===== config.mk =====
export PLATFORM = sky130hd
export DESIGN_NAME = tc8_timer
export DESIGN_NICKNAME = d
export VERILOG_FILES = /design/src/hw/tc8_pkg.sv /design/src/hw/tc8_timer.sv
export SDC_FILE = /design/constraint.sdc
export NUM_CORES = 1
export LEC_CHECK = 0
export BUFFER_PORTS_ARGS = -buffer_cell sky130_fd_sc_hd__buf_2
export CAP_MARGIN = 25
export CORE_MARGIN = 5
export CORE_UTILIZATION = 40
export CTS_CLUSTER_SIZE = 16
export DETAILED_ROUTE_END_ITERATION = 10
export GPL_ROUTABILITY_DRIVEN = 0
export PLACE_DENSITY = 0.65
export SYNTH_ARGS = -nofsm -noshare
export SYNTH_HDL_FRONTEND = slang
export SYNTH_SLANG_ARGS = --single-unit

===== constraint.sdc =====
create_clock -name clk_sys -period 3.7 [get_ports clk_sys]
set_clock_uncertainty 0.1 [all_clocks]
set_input_delay 1.11 -clock clk_sys [delete_from_list [all_inputs] [get_ports clk_sys]]
set_output_delay 1.11 -clock clk_sys [all_outputs]
set_load 0.05 [all_outputs]

===== src/hw/tc8_pkg.sv =====
package tc8_pkg;

   // ****************************************
   // register byte offsets
   // ****************************************
   localparam logic [7:0] OFS_COUNT = 8'h00;
   localparam logic [7:0] OFS_OPTION = 8'h04;
   localparam logic [7:0] OFS_INTCTL = 8'h08;
   localparam logic [7:0] OFS_STATUS = 8'h0c;
   localparam logic [7:0] OFS_CLEAR = 8'h10;
   localparam logic [7:0] OFS_ENABLE = 8'h14;

   // ****************************************
   // field positions
   // ****************************************
   localparam int INTCTL_IE = 5;
   localparam int INTCTL_IF = 2;
   localparam int EVT_OVF = 0;
   localparam int HTRANS_ACT = 1;

   // ****************************************
   // reset values and counts
   // ****************************************
   localparam logic [5:0] OPTION_RST = 6'h3f;
   localparam logic [7:0] COUNT_RST = 8'h00;
   localparam logic [7:0] COUNT_MAX = 8'hff;
   localparam logic [7:0] PRE_RST = 8'h00;
   localparam logic [1:0] INHIBIT_CYCLES = 2'h2;
   localparam logic [1:0] INHIBIT_NONE = 2'h0;
   localparam logic HRESP_OKAY = 1'b0;

   // ****************************************
   // types
   // ****************************************
   typedef struct packed {
      logic clock_source_select;
      logic source_edge_select;
      logic prescaler_bypass;
      logic [2:0] prescale_rate;
   } tc8_opt_s;

   typedef struct packed {
      logic [7:0] count;
      tc8_opt_s opt;
      logic overflow_irq_enable;
      logic overflow_flag;
      logic [1:0] inhibit;
      logic [7:0] pre;
      logic pin_s1;
      logic pin_s2;
      logic pin_s3;
      logic wr_pend;
      logic [7:0] wr_addr;
      logic [31:0] rdata;
      logic irq;
   } tc8_state_s;

endpackage


===== src/hw/tc8_timer.sv =====
module tc8_timer (
   input wire logic clk_sys,
   input wire logic sys_rst,
   input wire logic sleep_req,
   input wire logic external_count_input,
   input wire logic hsel,
   input wire logic [31:0] haddr,
   input wire logic [1:0] htrans,
   input wire logic hwrite,
   input wire logic [2:0] hsize,
   input wire logic [31:0] hwdata,
   input wire logic hready,
   output logic hreadyout,
   output logic hresp,
   output logic [31:0] hrdata,
   output logic irq
);

   tc8_pkg::tc8_state_s r_ff;
   tc8_pkg::tc8_state_s nxt_r;
   logic hready_ff;
   logic hresp_ff;

   // ****************************************
   // helpers
   // ****************************************

   // mask of prescaler bits that must all be set for one output pulse
   function automatic logic [7:0] div_mask(input logic [2:0] rate);
      logic [8:0] m;
      m = (9'h002 << rate) - 9'h001;
      return m[7:0];
   endfunction

   // one byte of register state widened to the bus word
   function automatic logic [31:0] word(input logic [7:0] b);
      return {24'h000000, b};
   endfunction

   logic addr_phase;
   logic wr_count;
   logic ext_edge;
   logic src_tick;
   logic pre_tick;
   logic inc_now;
   logic ovf_now;
   logic clr_req;

   // ****************************************
   // next state
   // ****************************************

   always_comb begin
      nxt_r = r_ff;
      addr_phase = hsel && htrans[tc8_pkg::HTRANS_ACT] && hready;
      wr_count = r_ff.wr_pend && (r_ff.wr_addr == tc8_pkg::OFS_COUNT);
      // pin synchroniser; only the later stages feed the edge detector
      nxt_r.pin_s1 = external_count_input;
      nxt_r.pin_s2 = r_ff.pin_s1;
      nxt_r.pin_s3 = r_ff.pin_s2;
      if (r_ff.opt.source_edge_select) begin
         ext_edge = !r_ff.pin_s2 && r_ff.pin_s3;
      end else begin
         ext_edge = r_ff.pin_s2 && !r_ff.pin_s3;
      end
      // source select: instruction cycle or external edge
      src_tick = r_ff.opt.clock_source_select ? ext_edge : 1'b1;
      src_tick = src_tick && !sleep_req;
      // prescaler in path unless bypassed
      pre_tick = 1'b0;
      if (r_ff.opt.prescaler_bypass) begin
         pre_tick = src_tick;
      end else if (src_tick) begin
         nxt_r.pre = r_ff.pre + 8'h01;
         if ((r_ff.pre & div_mask(r_ff.opt.prescale_rate)) == div_mask(r_ff.opt.prescale_rate)) begin
            pre_tick = 1'b1;
            nxt_r.pre = tc8_pkg::PRE_RST;
         end
      end
      inc_now = pre_tick && (r_ff.inhibit == tc8_pkg::INHIBIT_NONE);
      ovf_now = inc_now && (r_ff.count == tc8_pkg::COUNT_MAX);
      // inhibit window counts down in instruction cycles
      if (r_ff.inhibit != tc8_pkg::INHIBIT_NONE && !sleep_req) begin
         nxt_r.inhibit = r_ff.inhibit - 2'h1;
      end
      if (inc_now) begin
         nxt_r.count = r_ff.count + 8'h01;
      end
      // write data phase
      clr_req = 1'b0;
      if (r_ff.wr_pend) begin
         if (r_ff.wr_addr == tc8_pkg::OFS_COUNT) begin
            nxt_r.count = hwdata[7:0];
            nxt_r.inhibit = tc8_pkg::INHIBIT_CYCLES;
            nxt_r.pre = tc8_pkg::PRE_RST;
         end else if (r_ff.wr_addr == tc8_pkg::OFS_OPTION) begin
            nxt_r.opt = hwdata[5:0];
         end else if (r_ff.wr_addr == tc8_pkg::OFS_INTCTL) begin
            nxt_r.overflow_irq_enable = hwdata[tc8_pkg::INTCTL_IE];
            clr_req = !hwdata[tc8_pkg::INTCTL_IF];
         end else if (r_ff.wr_addr == tc8_pkg::OFS_CLEAR) begin
            clr_req = hwdata[tc8_pkg::EVT_OVF];
         end else if (r_ff.wr_addr == tc8_pkg::OFS_ENABLE) begin
            nxt_r.overflow_irq_enable = hwdata[tc8_pkg::EVT_OVF];
         end
      end
      // sticky flag, a new overflow beats a clear in the same cycle
      if (ovf_now) begin
         nxt_r.overflow_flag = 1'b1;
      end else if (clr_req) begin
         nxt_r.overflow_flag = 1'b0;
      end
      nxt_r.irq = nxt_r.overflow_flag && nxt_r.overflow_irq_enable;
      // address phase capture and read data
      nxt_r.wr_pend = addr_phase && hwrite;
      nxt_r.wr_addr = haddr[7:0];
      if (addr_phase && !hwrite) begin
         if (haddr[7:0] == tc8_pkg::OFS_COUNT) begin
            nxt_r.rdata = word(r_ff.count);
         end else if (haddr[7:0] == tc8_pkg::OFS_OPTION) begin
            nxt_r.rdata = word({2'h0, r_ff.opt});
         end else if (haddr[7:0] == tc8_pkg::OFS_INTCTL) begin
            nxt_r.rdata = word({2'h0, r_ff.overflow_irq_enable, 2'h0, r_ff.overflow_flag, 2'h0});
         end else if (haddr[7:0] == tc8_pkg::OFS_STATUS) begin
            nxt_r.rdata = word({7'h00, r_ff.overflow_flag});
         end else if (haddr[7:0] == tc8_pkg::OFS_ENABLE) begin
            nxt_r.rdata = word({7'h00, r_ff.overflow_irq_enable});
         end else begin
            nxt_r.rdata = 32'h00000000;
         end
      end
   end

   // ****************************************
   // state register
   // ****************************************

   always_ff @(posedge clk_sys or posedge sys_rst) begin
      if (sys_rst) begin
         r_ff <= '0;
         r_ff.count <= tc8_pkg::COUNT_RST;
         r_ff.opt <= tc8_pkg::OPTION_RST;
         r_ff.pre <= tc8_pkg::PRE_RST;
         r_ff.inhibit <= tc8_pkg::INHIBIT_NONE;
         hready_ff <= 1'b1;
         hresp_ff <= tc8_pkg::HRESP_OKAY;
      end else begin
         r_ff <= nxt_r;
         hready_ff <= 1'b1;
         hresp_ff <= tc8_pkg::HRESP_OKAY;
      end
   end

   // outputs straight from flops
   assign hreadyout = hready_ff;
   assign hresp = hresp_ff;
   assign hrdata = r_ff.rdata;
   assign irq = r_ff.irq;

   logic free_run;
   assign free_run = !r_ff.opt.clock_source_select && r_ff.opt.prescaler_bypass && !sleep_req;

   // ****************************************
   // count, prescaler, pin and bus guards
   // ****************************************

   // external edge path ready to count with nothing blocking it
   logic ext_run;
   assign ext_run = r_ff.opt.clock_source_select && r_ff.opt.prescaler_bypass && !sleep_req
      && r_ff.inhibit == tc8_pkg::INHIBIT_NONE && !wr_count;
endmodule


Word level (Yosys, flattened, before mapping)
Cells that the tools add are included.
- register bits: 71
- input port bits: 76
- word-level logic and storage cells: 86
- add/sub/neg operators: 4
- equality and inequality tests: 10
- shift-type cells: 1
- mux-type cells: 32
- bitwise gates (word level): 2
- reduce and logical (&&, ||, !) cells: 21
- operators by type and width (cell ; count):
    $mux 8 ; 6
    $eq 8x4->1 const B ; 3
    $eq 8x5->1 const B ; 3
    $mux 10 ; 2
    $mux 1 ; 18
    $mux 6 ; 3
    $add 8x1->8 const B ; 2
    $eq 8x3->1 const B ; 2
    $logic_not 8->1 ; 2
    $mux 15 ; 1
    $logic_and 1x1->1 ; 11
    $and 8x8->8 ; 1
    $eq 8x8->1 ; 1
    $eq 8x8->1 const B ; 1
    $shl 2x3->8 const A ; 1
    $sub 8x1->8 const B ; 1
    $mux 7 ; 1
    $logic_not 1->1 ; 5
    $reduce_and 3->1 ; 1
    $logic_not 2->1 ; 1
    $mux 2 ; 1
    $reduce_bool 2->1 ; 1
    $sub 2x1->2 const B ; 1
    $not 1->1 ; 1

Logic depth before layout (Yosys ltp)
Gate-level depths: netlist (run 1).
- depth after elaboration: 12
- mapped depth: 8

Worst setup path after synthesis (run 1)
Ideal clock, no wire load.
- kind: input -> register
- start: in sleep_req
- end: reg r_ff[64] (netlist name)
- library setup time: 0.125 ns
- data arrival time: 2.181 ns
- setup slack: 1.294 ns
- stages on the path: 5
- cell sequence: a311oi_1 nor2b_2 buf_6 mux2_4 mux2_2
- RTL lines (element ; RTL line ; text):
    start, declared ; tc8_timer.sv:4 ; input wire logic sleep_req,
    end signal, assigned ; tc8_timer.sv:148 ; r_ff <= nxt_r;
    end, declared ; tc8_timer.sv:19 ; tc8_pkg::tc8_state_s r_ff;

==> results of run 1 <==
critical path: stages:
cell and delay, ps:
buf_2 140, a311oi_1 360, nor2b_2 410, mux2_4 340
mux2_2 260
metal layers:
metal	wire, µm	global-route usage (%)	share of wire, %
met4	25	2.61	0.50
met2	2440	20.5	49
met1	2180	16.1	44
met5	0	0	0
met3	343	3.58	6.9
power breakdown:
| group | internal [mW] | switching, mW |
|---|---|---|
| Clock | 0.205 | 0.180 |
| Combinational | 0.168 | 0.220 |
| Sequential | 0.594 | 0.0847 |
sequential cells by signal (all words and copies together), names as in the netlist:
name and flops:
hrdata 8, irq 1, nxt_r 2, r_ff 36
placed cells by master, fill, tap and decap left out, drive strengths merged, types with 4 or more instances in the layout:
| cell | n |
|---|---|
| xnor2 | 5 |
| mux2i | 8 |
| inv | 7 |
| nor2 | 20 |
| nand3 | 5 |
| nor3b | 4 |
| nand3b | 4 |
| nand2 | 27 |
| xor2 | 4 |
| buf | 34 |
| clkbuf | 5 |
| mux2 | 8 |
| conb | 26 |
| a221o | 4 |
| dfrtp | 41 |
| o21ai | 16 |
| dfstp | 6 |
| nor3 | 4 |
path summary, 6_finish.rpt:
check / startpoint / slack (ps) / endpoint
min in group asynchronous: sys_rst / 570 / r_ff[47]
worst min-delay path: nxt_r[43] / 250 / nxt_r[42]
worst min register to register: nxt_r[43] / 250 / nxt_r[42]
max in group asynchronous: sys_rst / 2430 / r_ff[62]
worst max-delay path: sleep_req / 1160 / r_ff[64]
worst max register to register: r_ff[42] / 1310 / r_ff[64]
metrics by stage:
stage	cells	total power, mW
2_1_floorplan	275	1.01
3_3_place_gp	344	1.06
5_1_grt	353	1.55
6_report	353	1.45
4_1_cts	352	1.47
3_5_place_dp	344	1.08
final cells by class:
type / count / area [µm²] / share of cell area (%)
flip-flops and latches: 47 / 1180 / 42.3
clock buffers: 5 / 68.8 / 2.46
inverters: 6 / 22.5 / 0.805
well taps: 77 / 96.3 / 3.44
clock inverters: 3 / 47.5 / 1.70
repair buffers: 34 / 188 / 6.71
multi-input cells: 181 / 1190 / 42.6
cell families after synthesis:
logic type | Yosys count
buffers and inverters | 47
muxes | 16
adders and majority gates | 3
xor gates and xnor gates | 9
DFF | 47
other | 2
and+or+nand+nor | 87
AOI/OAI and AO/OA | 40
==> impl_metrics.yaml, run 1 <==
synthesis:
  synth_compound_area_share_pct: 11.6
  synth_cells: 251
  synth_most_common_cell: "dfrtp_1"
  ys_top_cells_by_count: "dfrtp_1 (41), buf_4 (34), nand2_1 (27)"
  synth_ff_type: "dfrtp_1"
  async_reset_ff_share_pct: 100
  synth_edf_count: 0
  synth_top_family_by_area: "simple AND/OR/NAND/NOR gates"
  synth_mux_area_share_pct: 7.58
  synth-xor-area-share_pct: 3.04
  yosys_warnings: 0
  synth_fa_ha_area_share_pct: 1.45
  ys_ff_latch: 47
  yosysSeqAreaShare_pct: 45.7
  syn_area_um2: 2590
  synth_top_area_share_pct: 39.6
  yosys-top-cells-area: "dfrtp_1 (40%), buf_4 (9.9%), dfstp_2 (6.1%), mux2_4 (4.1%), nand2_1 (3.9%)"
  syn_avg_cell_area_um2: 10.3
  yosys.area_share.simple_pct: 18.2
  synth.distinct_cells: 56
  yosysTopAreaCell: "dfrtp_1"
grt:
  antenna_found_initial: 0
  grt_start_max_net_pins: 48
  overflow: 0
  grt_pass1_vias: 1768
  grt_pass1_wl_um: 8470
  grtUsageTotal_pct: 12.4
timing:
  worstMarginPinSlew_ps: 546
  setup_tns_ps: 0
  finalCriticalPeriod_ps: 2540
  rsz0062_at_grt: "false"
  hold_viol_final: 0
  slew_headroom_pct: 63.3
  fin_ws_ps: 1160
  fin_crit_sh_pct: 68.5
  max_freq_mhz: 394
  hold_ws_ps: 253
  setup_viol: 0
  maxSlewViolCount: 0
routing:
  ant_nets: 0
  drt_pre_antenna_iters: 4
  viasPerCell: 5.02
  vias: 1772
  drt-initial-drc-count: 70
  routed_wl_um: 4990
  routedWlPerCell_um: 14.1
  drcViolationCount: 0
final_layout:
  final_area_um2: 2800
  fillers: 613
  final_nets: 354
  diodes: 0
  post-route-util_pct: 44.3
  drive_gt1_share_pct: 24.6
  area_growth_pct: 7.97
placed_design:
  hpwl_um: 3720
  numPortBuffers: 32
  dpl_cell_area_um2: 2660
  post-place-ws_ps: 856
setup_path:
  path_max_fanout: 6
  crit_path_end_kind: "register"
  crit_type: "input port to register"
  reg2regPathDepth: 5
  required_ps: 3780
  worstSetupStartpointType: "input port"
  crit_arrival_ps: 2620
status:
  status: "completed"
cts:
  cts_tree: "done"
  postCtsSetupBuffers: 0
  cts_resized: 0
  cts_buffers: 5
  cts_hold_buf: 0
  clk_latency_ps: 300
  path_clk_slew_ps: 90
  htree_levels: 2
  clockBufferDepth: 2
  cts-root-buf: "clkbuf_8"
  clock_sink_count: 47
worst_hold_path:
  holdPathStages: 0
  hp-class: "register to register"
power:
  p_leak_nw: 1.32
  powerDensity_nw_per_um2: 519
  irDropWorstVdd_mv: 0.283
die:
  rows: 29
  io_pins: 111
  die_w_um: 90.5
  die_h_um: 90.5
  die_area_um2: 8190
  coreArea_um2: 6310
  start_util_pct: 41.0
run:
  cap_violations: 0
(Power assumes the default switching activity.)
==> inputs of run 2 (changes only) <==
--- a/config.mk
+++ b/config.mk
@@ -5,6 +5,7 @@
 export SDC_FILE = /design/constraint.sdc
 export NUM_CORES = 1
 export LEC_CHECK = 0
+export ABC_AREA = 1
 export BUFFER_PORTS_ARGS = -buffer_cell sky130_fd_sc_hd__buf_2
 export CAP_MARGIN = 25
 export CORE_MARGIN = 5
@@ -12,7 +13,7 @@
 export CTS_CLUSTER_SIZE = 16
 export DETAILED_ROUTE_END_ITERATION = 10
 export GPL_ROUTABILITY_DRIVEN = 0
-export PLACE_DENSITY = 0.65
+export PLACE_DENSITY = 0.67
 export SYNTH_ARGS = -nofsm -noshare
 export SYNTH_HDL_FRONTEND = slang
 export SYNTH_SLANG_ARGS = --single-unit
==> constraint.sdc (replaced) <==
create_clock -name clk_sys -period 2.06 [get_ports clk_sys]
set_clock_uncertainty 0.1 [all_clocks]
set_input_delay 0.618 -clock clk_sys [delete_from_list [all_inputs] [get_ports clk_sys]]
set_output_delay 0.618 -clock clk_sys [all_outputs]
set_load 0.05 [all_outputs]
==> impl_metrics.yaml, run 2 <==
status:
  status: "completed"
synthesis:
  synth_edf_count: 0
  synth.distinct_cells: 36
  yosysTopAreaCell: "dfrtp_1"
  synth_top_area_share_pct: 37.8
  async_reset_ff_share_pct: 100
  synth_cells: 335
  yosys_warnings: 0
  syn_avg_cell_area_um2: 8.09
  synth_most_common_cell: "nand2_1"
  ys_ff_latch: 47
  yosys-top-cells-area: "dfrtp_1 (38%), nand2_1 (10%), buf_4 (9.7%), inv_1 (6.0%), dfstp_2 (5.8%)"
  ys_top_cells_by_count: "nand2_1 (73), inv_1 (43), dfrtp_1 (41)"
  synth_ff_type: "dfrtp_1"
  yosysSeqAreaShare_pct: 43.7
  syn_area_um2: 2710
timing:
  setup_tns_ps: 0
  finalCriticalPeriod_ps: 1760
  rsz0062_at_grt: "false"
  setup_viol: 0
  fin_ws_ps: 302
  hold_ws_ps: 242
  hold_viol_final: 0
  maxSlewViolCount: 0
  max_freq_mhz: 569
  fin_crit_sh_pct: 85.3
setup_path:
  required_ps: 2160
  reg2regPathDepth: 7
  r2r_slack_ps: 300
  crit_arrival_ps: 1860
  reg2reg_from: "r_ff[34]"
  crit_path_end_kind: "register"
  crit_chain: "nor2_1 > nand2_1 > nor2_1 > nand3_1 > or2_2 > nand2_1 > inv_1"
  slowest_delay_ps: 380
  path_max_fanout: 6
  r2r_end: "r_ff[69]"
  worstSetupStartpointType: "register"
  critPathSlowestCell: "or2_2"
  crit_type: "register to register"
placed_design:
  numPortBuffers: 32
  hpwl_um: 4110
  post-place-ws_ps: 264
  dpl_cell_area_um2: 2850
grt:
  grt_pass1_wl_um: 9060
  antenna_found_initial: 0
  grt_start_max_net_pins: 48
  grtUsageTotal_pct: 13.1
  overflow: 0
  grt_pass1_vias: 2014
routing:
  routedWlPerCell_um: 11.7
  ant_nets: 0
  drcViolationCount: 0
  vias: 2047
  drt-initial-drc-count: 96
  drt_pre_antenna_iters: 4
  viasPerCell: 4.56
  routed_wl_um: 5260
die:
  rows: 30
  io_pins: 111
  die_w_um: 92.3
  die_h_um: 92.3
  die_area_um2: 8520
  start_util_pct: 40.6
  coreArea_um2: 6680
cts:
  postCtsSetupBuffers: 0
  path_clk_slew_ps: 90
  cts_hold_buf: 0
  cts-root-buf: "clkbuf_8"
  clock_sink_count: 47
  clk_latency_ps: 300
  clockBufferDepth: 2
  cts_tree: "done"
  cts_resized: 0
  cts_buffers: 5
  htree_levels: 2
final_layout:
  fillers: 668
  largest_register_ffs: 36
  largest-register: "r_ff"
  final_nets: 447
  final_common_cell: "nand2_1"
  drive_gt1_share_pct: 18.4
  final_cell_mix: "nand2_1 (73), inv_1 (42), dfrtp_1 (41), nor2_1 (32), buf_2 (32)"
  final_area_um2: 2970
  area_growth_pct: 9.37
  diodes: 0
power:
  powerDensity_nw_per_um2: 881
  irDropWorstVdd_mv: 0.368
  p_leak_nw: 1.62
worst_hold_path:
  hp-class: "input port to async pin"
run:
  cap_violations: 0
==> run 2: changes by cell type after synthesis, moves of 4 or more <==
cell     delta
mux2i_1     -8
nor2_1     +14
mux2_4      -7
inv_1      +37
nand2_1    +46
a221o_1     -4
a21oi_1    +11
nand3_1    +23
==> run 2: critical path, delay by kind of cell, from the launching register on <==
family	cells	cell delay, ps
simple gates	6	1160
flops	1	370
buf+inv	1	30
==> run 2: metrics by stage <==
stage                     power [mW]  std cells  util [%]
final                           2.61        449      44.4
after global routing            2.81        449      44.4
after CTS                       2.64        449      44.4
after detailed placement        1.94        441      42.6
after global placement          1.93        441      42.6
after floorplan                 1.85        359         -
==> run 2: how the worst max path moves through the flow <==
stage / start / endpoint / slack, ps
floorplan: sys_rst / hrdata[0] / 240
global placement: haddr[6] / hrdata[2] / 280
detailed placement: haddr[6] / hrdata[2] / 260
CTS: r_ff[34] / r_ff[69] / 290
global route: r_ff[34] / r_ff[69] / 100
finish: r_ff[34] / r_ff[69] / 300
==> run 2: cell type report <==
cell class	instances	area (µm²)	area share (%)
well taps	80	100	3.38
clock inverters	3	47.5	1.60
inverters	44	165	5.57
flip-flops and latches	47	1180	39.9
multi-input cells	233	1190	40.1
clock buffers	5	68.8	2.32
repair buffers	37	210	7.09
==> run 2: cell families after synthesis <==
kind of cell | after synthesis | synth area share [%]
AND/OR/NAND/NOR | 158 | 27.6
buffers and inverters | 79 | 15.8
flip-flops | 47 | 43.7
AO/OA/AOI/OAI | 35 | 7.57
XOR/XNOR | 9 | 2.91
adder cells (fa/ha/maj) | 3 | 1.38
other | 2 | 0.277
multiplexers | 2 | 0.831
==> run 2: power by group <==
part / internal [mW] / switching, mW / leakage [nW]
registers: 1.08 / 0.139 / 0.576
logic: 0.226 / 0.484 / 0.989
clock network: 0.368 / 0.322 / 0.0587
total: 1.67 / 0.944 / 1.62
==> run 2: per-layer routing <==
layer / track usage [%] / part of all wire, % / up-vias
li1: - / - / 1069
met1: 16.2 / 46 / 925
met2: 22.7 / 49 / 45
met3: 2.92 / 4.0 / 8
met4: 4.21 / 1.1 / 0
met5: 0 / 0 / -
